$ cat config.mk
export PLATFORM = sky130hd
export DESIGN_NAME = mrpt_engine
export DESIGN_NICKNAME = d
export VERILOG_FILES = /design/src/mrpt_pkg.sv /design/src/mrpt_engine.sv
export SDC_FILE = /design/constraint.sdc
export NUM_CORES = 1
export LEC_CHECK = 0
export BUFFER_PORTS_ARGS = -buffer_cell sky130_fd_sc_hd__buf_4
export CAP_MARGIN = 10
export CORE_ASPECT_RATIO = 0.9
export CORE_MARGIN = 8
export CORE_UTILIZATION = 50
export DETAILED_ROUTE_END_ITERATION = 10
export GPL_TIMING_DRIVEN = 0
export PLACE_DENSITY_LB_ADDON = 0.05
export REMOVE_ABC_BUFFERS = 1
export SLEW_MARGIN = 20
export SYNTH_ARGS = -nofsm -noshare
export SYNTH_HDL_FRONTEND = slang
export SYNTH_SLANG_ARGS = --single-unit
$ cat constraint.sdc
create_clock -name clk -period 2.5 [get_ports clk]
set_input_delay 0.25 -clock clk [delete_from_list [all_inputs] [get_ports clk]]
set_output_delay 0.25 -clock clk [all_outputs]
set_load 0.01 [all_outputs]
$ cat src/mrpt_pkg.sv
`default_nettype none
package mrpt_pkg;
	// Word and pattern layout of the paired 8-bit measurement memories.
	localparam int WORD_W = 16;
	localparam int NUM_SETS = 7;
	localparam int SET_W = 3;
	localparam int ADDR_W = 12;
	localparam logic [WORD_W-1:0] PAT_FILL = 16'hAAAA;
	localparam logic [WORD_W-1:0] PAT_ALT = 16'h5555;
	localparam logic [WORD_W-1:0] PAT_MARK = 16'h8888;
	localparam logic [WORD_W-1:0] WORD_ZERO = 16'h0000;
	// Set order: three counter chains, stage A then B, then the interpolator.
	localparam logic [SET_W-1:0] SET_EVENT1_STAGE_A = 3'h0;
	localparam logic [SET_W-1:0] SET_EVENT1_STAGE_B = 3'h1;
	localparam logic [SET_W-1:0] SET_EVENT2_STAGE_A = 3'h2;
	localparam logic [SET_W-1:0] SET_EVENT2_STAGE_B = 3'h3;
	localparam logic [SET_W-1:0] SET_TIMING_STAGE_A = 3'h4;
	localparam logic [SET_W-1:0] SET_TIMING_STAGE_B = 3'h5;
	localparam logic [SET_W-1:0] SET_INTERP = 3'h6;
	localparam logic [SET_W-1:0] SET_LAST = SET_INTERP;

	// Strobes shared by all measurement memories.
	typedef struct packed {
		logic [NUM_SETS-1:0] sel;
		logic wr_en;
		logic meas_mem_read_enable_n;
	} mrpt_mem_ctl_t;

	// First mismatch seen during a run.
	typedef struct packed {
		logic valid;
		logic [SET_W-1:0] set;
		logic [WORD_W-1:0] wr_word;
		logic [WORD_W-1:0] rd_word;
	} mrpt_fail_rpt_t;
endpackage
`default_nettype wire

$ cat src/mrpt_engine.sv
`default_nettype none
// Operation
// RULE1 - Fill every location of the set under test with AAAA first.
// RULE2 - Read location back; anything but AAAA fails and ends the set.
// RULE3 - After good AAAA read, write 5555 to the same location.
// RULE4 - Read again; anything but 5555 fails and ends the set.
// RULE5 - After good 5555 read, write 8888 so aliased locations show it.
// RULE6 - Apply the read-write sequence to every location in turn.
// RULE7 - Two 8-bit memories form one 16-bit word.
// RULE8 - Both memories of a pair are accessed together, never singly.
// RULE9 - Start with event counter one stage A, then the remaining pairs.
// RULE10 - At the end report a fail bit for each of seven sets.
// RULE11 - On mismatch capture address, word written and word read.
// RULE12 - Addresses come from the shared address counter, loaded and stepped.
// RULE13 - Assert the active-low read enable of all memories on reads.
// RULE14 - Stored measurement data is always overwritten by the test.
// RULE15 - Start pulse begins; busy while running; done with pass flag.
module mrpt_engine #(
	parameter int ADDR_W = mrpt_pkg::ADDR_W
) (
	// Clock and reset.
	input wire logic clk,
	input wire logic rst_b,
	// Control.
	input wire logic start,
	output logic busy,
	output logic done,
	output logic pass,
	// Memory side.
	output logic [ADDR_W-1:0] mem_addr,
	output logic [mrpt_pkg::WORD_W-1:0] mem_wr_data,
	output mrpt_pkg::mrpt_mem_ctl_t mem_ctl,
	input wire logic [mrpt_pkg::WORD_W-1:0] mem_rd_data,
	// Report.
	output logic [mrpt_pkg::NUM_SETS-1:0] fail_sets,
	output logic [ADDR_W-1:0] fail_addr,
	output mrpt_pkg::mrpt_fail_rpt_t fail_rpt
);

	typedef enum logic [3:0] {
		ST_IDLE,
		ST_FILL,
		ST_RD_A,
		ST_CMP_A,
		ST_WR_ALT,
		ST_RD_ALT,
		ST_CMP_ALT,
		ST_WR_MARK,
		ST_NEXT_SET,
		ST_DONE
	} mrpt_state_t;

	localparam logic [ADDR_W-1:0] ADDR_FIRST = '0;
	localparam logic [ADDR_W-1:0] ADDR_LAST = '1;

	function automatic logic [mrpt_pkg::NUM_SETS-1:0] set_onehot(
		input logic [mrpt_pkg::SET_W-1:0] s);
		logic [mrpt_pkg::NUM_SETS-1:0] v;
		v = '0;
		v[s] = 1'b1;
		return v;
	endfunction

	function automatic logic [ADDR_W-1:0] addr_step(input logic [ADDR_W-1:0] a);
		return ADDR_W'(a + 1'b1);
	endfunction

	mrpt_state_t state, next_state;
	logic [mrpt_pkg::SET_W-1:0] set_idx, next_set_idx;
	logic [ADDR_W-1:0] next_mem_addr, next_fail_addr;
	logic [mrpt_pkg::WORD_W-1:0] next_mem_wr_data, rd_word, next_rd_word;
	logic [mrpt_pkg::NUM_SETS-1:0] next_fail_sets;
	mrpt_pkg::mrpt_fail_rpt_t next_fail_rpt;
	logic next_done, next_pass;
	logic rd_phase, wr_phase, mismatch;

	// One access drives both memories of the selected pair as one word.
	assign rd_phase = (state == ST_RD_A) || (state == ST_RD_ALT);
	assign wr_phase = (state == ST_FILL) || (state == ST_WR_ALT) || (state == ST_WR_MARK);
	assign mem_ctl.sel = (rd_phase || wr_phase) ? set_onehot(set_idx) : '0; // see RULE7 RULE8
	assign mem_ctl.wr_en = wr_phase; // see RULE14
	assign mem_ctl.meas_mem_read_enable_n = !rd_phase; // see RULE13
	assign busy = (state != ST_IDLE) && (state != ST_DONE); // see RULE15
	assign mismatch = (state == ST_CMP_A) ? (rd_word != mrpt_pkg::PAT_FILL)
		: (rd_word != mrpt_pkg::PAT_ALT);

	always_comb begin
		next_state = state;
		next_set_idx = set_idx;
		next_mem_addr = mem_addr;
		next_mem_wr_data = mem_wr_data;
		next_rd_word = rd_word;
		next_fail_sets = fail_sets;
		next_fail_addr = fail_addr;
		next_fail_rpt = fail_rpt;
		next_done = done;
		next_pass = pass;
		case (state)
			ST_IDLE, ST_DONE: begin
				if (start) begin
					next_state = ST_FILL;
					next_set_idx = mrpt_pkg::SET_EVENT1_STAGE_A; // see RULE9
					next_mem_addr = ADDR_FIRST; // see RULE12
					next_mem_wr_data = mrpt_pkg::PAT_FILL;
					next_fail_sets = '0;
					next_fail_addr = ADDR_FIRST;
					next_fail_rpt = '0;
					next_done = 1'b0;
					next_pass = 1'b0;
				end
			end
			ST_FILL: begin
				// Sweep the whole set with the fill word before any check.
				if (mem_addr == ADDR_LAST) begin // see RULE1
					next_state = ST_RD_A;
					next_mem_addr = ADDR_FIRST; // see RULE12
				end else begin
					next_mem_addr = addr_step(mem_addr);
				end
			end
			ST_RD_A, ST_RD_ALT: begin
				next_rd_word = mem_rd_data;
				next_state = (state == ST_RD_A) ? ST_CMP_A : ST_CMP_ALT;
			end
			ST_CMP_A, ST_CMP_ALT: begin
				if (mismatch) begin // see RULE2 RULE4
					next_state = ST_NEXT_SET;
					next_fail_sets[set_idx] = 1'b1; // see RULE10
					if (!fail_rpt.valid) begin // see RULE11
						next_fail_addr = mem_addr;
						next_fail_rpt.valid = 1'b1;
						next_fail_rpt.set = set_idx;
						next_fail_rpt.wr_word = (state == ST_CMP_A)
							? mrpt_pkg::PAT_FILL : mrpt_pkg::PAT_ALT;
						next_fail_rpt.rd_word = rd_word;
					end
				end else if (state == ST_CMP_A) begin
					next_state = ST_WR_ALT;
					next_mem_wr_data = mrpt_pkg::PAT_ALT; // see RULE3
				end else begin
					next_state = ST_WR_MARK;
					next_mem_wr_data = mrpt_pkg::PAT_MARK; // see RULE5
				end
			end
			ST_WR_ALT: begin
				next_state = ST_RD_ALT;
			end
			ST_WR_MARK: begin
				next_mem_wr_data = mrpt_pkg::PAT_FILL;
				if (mem_addr == ADDR_LAST) begin // see RULE6
					next_state = ST_NEXT_SET;
				end else begin
					next_state = ST_RD_A;
					next_mem_addr = addr_step(mem_addr); // see RULE12
				end
			end
			ST_NEXT_SET: begin
				if (set_idx == mrpt_pkg::SET_LAST) begin
					next_state = ST_DONE;
					next_done = 1'b1; // see RULE15
					next_pass = (fail_sets == '0);
				end else begin
					next_state = ST_FILL;
					next_set_idx = mrpt_pkg::SET_W'(set_idx + 1'b1); // see RULE9
					next_mem_addr = ADDR_FIRST;
					next_mem_wr_data = mrpt_pkg::PAT_FILL;
				end
			end
			default: begin
				next_state = ST_IDLE;
			end
		endcase
	end

	always_ff @(posedge clk or negedge rst_b) begin
		if (!rst_b) begin
			state <= ST_IDLE;
			set_idx <= mrpt_pkg::SET_EVENT1_STAGE_A;
			mem_addr <= ADDR_FIRST;
			mem_wr_data <= mrpt_pkg::WORD_ZERO;
			rd_word <= mrpt_pkg::WORD_ZERO;
			fail_sets <= '0;
			fail_addr <= ADDR_FIRST;
			fail_rpt <= '0;
			done <= 1'b0;
			pass <= 1'b0;
		end else begin
			state <= next_state;
			set_idx <= next_set_idx;
			mem_addr <= next_mem_addr;
			mem_wr_data <= next_mem_wr_data;
			rd_word <= next_rd_word;
			fail_sets <= next_fail_sets;
			fail_addr <= next_fail_addr;
			fail_rpt <= next_fail_rpt;
			done <= next_done;
			pass <= next_pass;
		end
	end
endmodule // mrpt_engine
`default_nettype wire

# ---- Word-level counts from Yosys, hierarchy flattened
# Cells that the tools add are included.
dict set report totals {
  reg_bits 108
  latchBits 0
  ramBits 0
  romBits 0
  n_memories 0
}
dict set report classes {
  add_sub_neg 2
  n_mul 0
  div 0
  magnitude_cmp 2
  n_eq_ne 22
  shifts 0
  muxes 41
  bitwise 1
  reduce_logical 24
}
# operator n
set ops {}
lappend ops {{two-way mux 16 bit} 5}
lappend ops {{two-way mux 12 bit} 6}
lappend ops {{two-way mux 36 bit} 2}
lappend ops {{one-hot mux 36 bit (2 select lines)} 1}
lappend ops {{one-hot mux 16 bit (4 select lines)} 1}
lappend ops {{one-hot mux 12 bit (4 select lines)} 1}
lappend ops {{two-way mux 35 bit} 1}
lappend ops {{one-hot mux 4 bit (7 select lines)} 1}
lappend ops {{one-hot mux 12 bit (2 select lines)} 1}
lappend ops {{two-way mux 7 bit} 3}
lappend ops {{two-way mux 4 bit} 5}
lappend ops {{equality test 4 x 3 -> 1 bit (second input constant)} 4}
lappend ops {{inequality test 16 x 15 -> 1 bit (second input constant)} 1}
lappend ops {{inequality test 16 bit (second input constant)} 1}
lappend ops {{inequality test 2 bit (second input constant)} 7}
lappend ops {{one-hot mux 7 bit (2 select lines)} 1}
lappend ops {{adder 12 x 1 -> 12 bit (second input constant)} 1}
lappend ops {{equality test 12 bit (second input constant)} 1}
lappend ops {{AND reduction 4 bit} 3}
lappend ops {{nonzero test 4 bit} 3}
lappend ops {{two-way mux 3 bit} 3}
lappend ops {{AND reduction 3 bit} 3}
lappend ops {{equality test 4 x 2 -> 1 bit (second input constant)} 2}
lappend ops {{equality test 4 bit (second input constant)} 2}
lappend ops {{other kinds (21)} 33}

# ---- Longest topological paths before layout
# Gate-level depths: netlist of run 1.
dict set report depth {
  word_depth 7
  depth_mapped 8
  mapped_depth_nobuf 7
}

# ---- Worst setup path after synthesis of run 1
# No wires, ideal clock.
dict set report synth_timing {
  path_type {register -> register}
  from {reg mem_addr[0]}
  to {reg mem_addr[11]}
  setup_time_ns 0.078
  arrival_ns 1.923
  slack_ns 0.499
  stages_incl_launch_ff 7
  path_buffers 0
  period_less_slack_ns 2.001
  path_cell_list {dfrtp_1 > ha_1 > and3_1 > and4_4 > or4_1 > or3_1 > a21oi_1}
}
dict set report synth_via {
  elab_chain_cells 3
}
# element line
set synth_rtl {}
lappend synth_rtl {{start: declaration} mrpt_engine.sv:30} ;# output logic [ADDR_W-1:0] mem_addr,
lappend synth_rtl {{start signal: assignment} mrpt_engine.sv:190} ;# mem_addr <= next_mem_addr;
lappend synth_rtl {{adder 12 x 1 -> 12 bit or equality test 12 bit (tied branches)} {mrpt_engine.sv:65, mrpt_engine.sv:114, mrpt_engine.sv:150}}
lappend synth_rtl {{two-way mux 12 bit, or another cell as far along} mrpt_engine.sv:150} ;# if (mem_addr == ADDR_LAST) begin
lappend synth_rtl {{one-hot mux 12 bit (4 select lines) or AND reduction 4 bit (tied branches)} --}
# Parallel ways exist; a longest one is shown, timed or not. The select of a mux whose other input is x is not followed.
# A chain may end at the register's enable or synchronous reset.

==> out/metrics.yaml, run 1 <==
routing:
  first_iter_violations: 140
  routed-via-count: 3430
  drt-vias-per-instance: 5.29
  drt-total-wl_mm: 10.4
  route.detailed.drc: 0
  dr.pass1.iters: 4
  postRouteAntennaNets: 0
  wire_per_inst_um: 16.0
floorplan:
  coreArea_um2: 8490
  fp.dieH_um: 104
  start_util: 0.510
  io_pins: 114
  die_area_um2: 11900
  rows: 32
  dieWidth_um: 114
sta:
  fin_crit_sh: 0.938
  worst-slew-pin-transition_ns: 0.999
  finalHoldViolCount: 0
  relSlewSlack: 0.331
  whs_ns: 0.124
  clock.fmax_ghz: 0.427
  final.setup_skew_ns: 0.0109
  drv_slew: 0
  rsz0062_at_grt: "false"
  setup_viol: 0
  layout_min_cycle_time_ns: 2.34
placement:
  hpwl_mm: 7.43
  gp_congestion: 0.826
  numPortBuffers: 113
synth:
  synth_top_area_frac: 0.468
  synth_edf_count: 0
  syn_avg_cell_area_um2: 9.86
  synth_area_um2: 4330
  ys.flop_type: "dfrtp_1"
  synthXorXnorAreaFrac: 0.00405
  synth.distinct_cells: 57
  synthMuxAreaShare: 0.125
  synthSimpleGateAreaFrac: 0.183
  yosys_warnings: 0
  syn_inst: 439
  synth-seq-cells: 81
  synth_compound_area_frac: 0.106
  synth_top_family_by_area: "simple AND/OR/NAND/NOR gates"
  async_reset_ff_frac: 1.00
  synth_top_cell_by_area: "dfrtp_1"
  yosys-top-cells-area: "dfrtp_1, mux2i_1, nand2_1"
  synthAdderAreaFrac: 0.00867
  yosysMostFrequentCell: "dfrtp_1"
  synth_top_cells_by_count: "dfrtp_1, nand2_1, mux2i_1"
  yosysSeqAreaShare: 0.468
power_and_ir_drop:
  power_mw: 2.50
  cellLeakagePower_nw: 2.81
  peakVddDrop_v: 0.000271
  pwr_density_cell_nw_per_um2: 467
global_routing:
  antenna_found_initial: 0
  grt_pass1_wl_mm: 17.2
  grtUsageTotal: 0.177
  overflow: 0
  grt_pass1_vias: 3548
  grt_max_degree: 82
finish:
  layout-drive-gt1-share: 0.326
  fin_nets: 547
  area_growth_pct: 23.9
  num_antenna_cells: 0
cts:
  cts_tree: "yes"
  clock_latency_ns: 0.35
  cts_root_buf: "clkbuf_8"
  cts.path.max_buffers: 2
  cts_inserted_buffers: 9
  ctsHtreeMaxLevel: 3
  cts.sinks: 81
  clkTransAtPathRegs_ns: 0.08
min_path:
  hp-class: "in -> reg"
run:
  maxCapViolCount: 0
critical_path:
  crit_path_end_kind: "output port"
  path_max_fanout: 15
  arrival_ns: 2.09
  path_class: "reg -> out"
  cp-start-kind: "register"
  cp.required_ns: 2.25
outcome:
  status: "complete, no violations"
repair_timing:
action                                  4_1_cts  5_1_grt
hold endpoints to repair                      0        7
endpoints found under the setup margin       56       24
hold buffers                                  0        1
gates resized for setup                       6        2
setup buffers                                 0        6
pin swaps                                     0        2
worst max-delay path, cell delays in order (launching register included):
cell and delay, ns:
dfrtp_2 0.53, or2_2 0.23, a21oi_1 0.08, a211o_1 0.32, or2_2 0.31, nor3_1 0.14
buf_4 0.15
state kept, by name (all words and copies together), names as in the netlist:
signal,cells
fail_addr,12
state,4
done,1
rd_word,16
mem_addr,12
mem_wr_data,3
fail_sets,7
pass,1
set_idx,3
fail_rpt,22
final cells by class:
| type | instances | area, um^2 |
|---|---|---|
| Clock buffer | 11 | 131 |
| Sequential cell | 81 | 2030 |
| Timing Repair Buffer | 123 | 941 |
| Clock inverter | 5 | 104 |
| Fill cell | 755 | 3130 |
| Inverter | 36 | 135 |
| Multi-Input combinational cell | 274 | 1870 |
| Tap cell | 119 | 149 |
routing by layer:
| metal | wire [um] | global-route usage | share of wire |
|---|---|---|---|
| met5 | 0 | 0 | 0 |
| met4 | 116 | 0.0589 | 0.011 |
| met1 | 4620 | 0.217 | 0.45 |
| met3 | 563 | 0.0505 | 0.054 |
| met2 | 5060 | 0.292 | 0.49 |
worst paths after layout:
kind                                          startpoint  depth (start not counted)  slack [ns]                   endpoint
worst max register to register    set_idx[0]$_DFFE_PN0P_                          7        0.21    mem_addr[1]$_DFFE_PN0P_
max in group asynchronous                          rst_b                          2        1.44       state[2]$_DFFE_PN0P_
worst min-delay path                     mem_rd_data[10]                          2        0.12    rd_word[10]$_DFFE_PN0N_
min in group asynchronous                          rst_b                          2        0.50  fail_addr[10]$_DFFE_PN0P_
worst min register to register  fail_sets[5]$_DFFE_PN0P_                          1        0.53   fail_sets[5]$_DFFE_PN0P_
worst max-delay path                state[2]$_DFFE_PN0P_                          6        0.16                 mem_ctl[3]
logic make-up after synthesis:
logic type	Yosys count
AO/OA/AOI/OAI	68
adder cells (fa/ha/maj)	3
flip-flops	81
buffers and inverters	84
XOR/XNOR	2
multiplexers	52
AND/OR/NAND/NOR	149
power by group:
group          internal, mW  switching, mW  total [mW]
Clock                 0.665          0.477        1.14
Sequential             1.31              0        1.31
Combinational        0.0208         0.0317      0.0525
stage by stage:
stage | area (um^2) | setup WS, ns | util | cells | setup TNS [ns]
after floorplan | 4010 | 0.0905 | - | 391 | 0
after global placement | 5000 | -1.06 | 0.590 | 623 | -38.56
after detailed placement | 5040 | -0.315 | 0.594 | 626 | -10.97
after CTS | 5290 | 0.0713 | 0.623 | 642 | 0
after global routing | 5360 | 0.0206 | 0.631 | 649 | 0
final | 5360 | 0.155 | 0.631 | 649 | 0
layout by cell type, fill, tap and decap left out, types with 3 or more instances in the layout:
| cell | netlist | routed |
|---|---|---|
| or3_1 | 6 | 6 |
| mux2_2 | 16 | 16 |
| nor2_1 | 17 | 17 |
| clkbuf_8 | 0 | 9 |
| inv_1 | 34 | 34 |
| or4_1 | 4 | 4 |
| ha_1 | 3 | 3 |
| nand2_1 | 61 | 61 |
| o31ai_1 | 5 | 5 |
| nand4_1 | 6 | 6 |
| bufinv_16 | 0 | 3 |
| o22ai_1 | 5 | 5 |
| nor3_1 | 5 | 5 |
| dfrtp_2 | 0 | 4 |
| nand3_1 | 13 | 13 |
| o21ai_0 | 12 | 12 |
| and3_1 | 3 | 3 |
| a21o_1 | 3 | 3 |
| buf_4 | 28 | 118 |
| a31oi_1 | 4 | 4 |
| nor4bb_1 | 3 | 3 |
| nor2b_1 | 6 | 6 |
| a32o_1 | 6 | 6 |
| nand2b_1 | 7 | 7 |
| a21oi_1 | 17 | 16 |
| buf_6 | 4 | 4 |
| mux2i_1 | 36 | 36 |
| dfrtp_1 | 81 | 77 |
Note: power is estimated with default switching activity, not from simulation.
==> inputs of run 2 (changes only) <==
Settings changed: CELL_PAD_IN_SITES_DETAIL_PLACEMENT set to 2, CELL_PAD_IN_SITES_GLOBAL_PLACEMENT set to 2, CORE_UTILIZATION 50 to 32.
==> run 2 against run 1 <==
Non-clock buffer count rose by 6. Highest routed layer unchanged. Clock skew fell by 0.0031 ns. Die area rose by 47%. Sequential power barely moved. Critical path type is now reg -> reg. Cell count rose by 8.5%. Maximum frequency barely moved. Combinational power rose by 4.8%. Core utilization fell by 21 points. Clock power rose by 18%. Global-route usage fell by 2.3 points. Largest cell class unchanged.
==> out/metrics.yaml, run 2 (synthesized netlist as in run 1, its figures left out) <==
power_and_ir_drop:
  power.share.clock: 0.494
  switching_share: 0.211
  pwr_density_cell_nw_per_um2: 487
  power_mw: 2.70
  peakVddDrop_v: 0.000383
  power_switching_mw: 0.571
  pwr-share-comb: 0.020
  p_int_mw: 2.13
  power_frac_seq: 0.485
  cellLeakagePower_nw: 2.87
min_path:
  hp-class: "in -> reg"
  min_path_cells: 2
  worstHoldStart: "mem_rd_data[3]"
  hold_path_end: "rd_word[3]$_DFFE_PN0N_"
sta:
  layout_min_cycle_time_ns: 2.35
  relSlewSlack: 0.470
  fin_crit_sh: 0.939
  fin_setup_tns_ns: 0
  drv_slew: 0
  setup_viol: 0
  finalHoldViolCount: 0
  final.setup_skew_ns: 0.00782
  worst-slew-pin-transition_ns: 0.796
  clock.fmax_ghz: 0.426
finish:
  fin_nets: 553
  area_growth_pct: 28.1
  largestRegisters: "fail_rpt (22), rd_word (16)"
  final_common_cell: "buf_4"
  largest_register_ffs: 22
  mostFrequentLayoutCells: "buf_4, dfrtp_1, nand2_1"
  layout-drive-gt1-share: 0.336
  num_antenna_cells: 0
  num-fill-cells: 1422
  max_flop_register: "fail_rpt"
floorplan:
  rows: 40
  dieWidth_um: 139
  start_util: 0.326
  die_area_um2: 17500
  io_pins: 114
  fp.dieH_um: 126
  coreArea_um2: 13300
critical_path:
  crit_path_end_kind: "register"
  arrival_ns: 2.60
  path_max_fanout: 32
  r2r_setup_slack_ns: 0.15
  r2r-start: "state[3]$_DFFE_PN0P_"
  cp.required_ns: 2.76
  path_class: "reg -> reg"
  reg2reg_depth: 5
  crit_slowest_cell: "dfrtp_2"
  cp-start-kind: "register"
  crit_chain: "nand4bb_1 > nor3_1 > a31oi_2 > nand2_8 > mux2i_1"
  r2r_end: "fail_rpt[14]$_DFFE_PN0P_"
  critical_path.max_stage_delay_ns: 0.57
routing:
  drt-vias-per-instance: 5.11
  drt-total-wl_mm: 13.5
  wire_per_inst_um: 19.2
  first_iter_violations: 133
  postRouteAntennaNets: 0
  route.detailed.drc: 0
  routed-via-count: 3599
  dr.pass1.iters: 4
cts:
  ctsHtreeMaxLevel: 3
  cts.sinks: 81
  clkTransAtPathRegs_ns: 0.06
  cts_tree: "yes"
  clock_latency_ns: 0.35
  cts_inserted_buffers: 9
  cts.path.max_buffers: 2
  cts_root_buf: "clkbuf_16"
placement:
  gp_congestion: 0.752
  hpwl_mm: 9.65
  numPortBuffers: 113
global_routing:
  grtUsageTotal: 0.154
  grt_pass1_vias: 3959
  overflow: 0
  grt_max_degree: 82
  antenna_found_initial: 0
  grt_pass1_wl_mm: 21.7
outcome:
  status: "complete, no violations"
run:
  maxCapViolCount: 0
run 2: power groups by stage:
stage / Sequential [mW] / Combinational (mW) / Clock, mW
after global placement: 1.33 / 0.0553 / 0
after global routing: 1.31 / 0.0624 / 1.43
after detailed placement: 1.33 / 0.0556 / 0
after floorplan: 1.34 / 0.00293 / 0
final: 1.31 / 0.0550 / 1.34
after CTS: 1.31 / 0.0559 / 1.39
run 2: layout make-up:
| cell class | instances | area [um^2] | share of cell area |
|---|---|---|---|
| clock inverter | 3 | 40.0 | 0.00722 |
| multi-input combinational | 274 | 1890 | 0.341 |
| inverter | 36 | 135 | 0.0244 |
| tap | 168 | 210 | 0.0379 |
| clock buffer | 13 | 250 | 0.0451 |
| timing repair buffer | 129 | 987 | 0.178 |
| sequential | 81 | 2030 | 0.367 |
run 2: worst max-delay path, delay by kind of cell (launching register included):
family             cells  cell delay, ns
AOI/OAI and AO/OA      1            0.23
DFF                    1            0.57
muxes                  1            0.25
and+or+nand+nor        3            1.17
run 2: routing by layer:
layer | vias up | routed length [um] | GRT usage
met2 | 77 | 6490 | 0.248
met4 | 0 | 174 | 0.0524
met3 | 12 | 699 | 0.0448
met1 | 1835 | 6180 | 0.194
li1 | 1675 | - | -
met5 | - | 0 | 0
run 2: how the worst max path moves through the flow:
stage	from	endpoint	slack, ns	cells past startpoint
2_1_floorplan	state[3]$_DFFE_PN0P_	fail_sets[0]$_DFFE_PN0P_	0.09	3
3_3_place_gp	state[3]$_DFFE_PN0P_	fail_sets[2]$_DFFE_PN0P_	-1.36	3
3_5_place_dp	set_idx[0]$_DFFE_PN0P_	mem_addr[1]$_DFFE_PN0P_	-0.28	7
4_1_cts	state[0]$_DFFE_PN0P_	mem_ctl[0]	-0.05	6
5_1_grt	state[3]$_DFFE_PN0P_	fail_rpt[11]$_DFFE_PN0P_	-0.009	5
6_report	state[3]$_DFFE_PN0P_	fail_rpt[14]$_DFFE_PN0P_	0.15	5
run 2: timing repair:
item	CTS	global route
gates resized for setup	8	2
endpoints found under the hold margin	0	1
buffers inserted	0	12
pin swaps	0	2
hold buffers	0	1
setup endpoints to repair	68	42
run 2: metrics by stage:
step / std cells / hold WS (ns) / worst slack, ns / area [um^2] / utilization
floorplan: 391 / -0.0456 / 0.0905 / 4010 / -
global placement: 672 / 0.484 / -1.36 / 5070 / 0.382
detailed placement: 675 / 0.491 / -0.276 / 5110 / 0.385
CTS: 691 / 0.118 / -0.0541 / 5430 / 0.409
global route: 704 / 0.123 / -0.00911 / 5540 / 0.418
finish: 704 / 0.133 / 0.153 / 5540 / 0.418
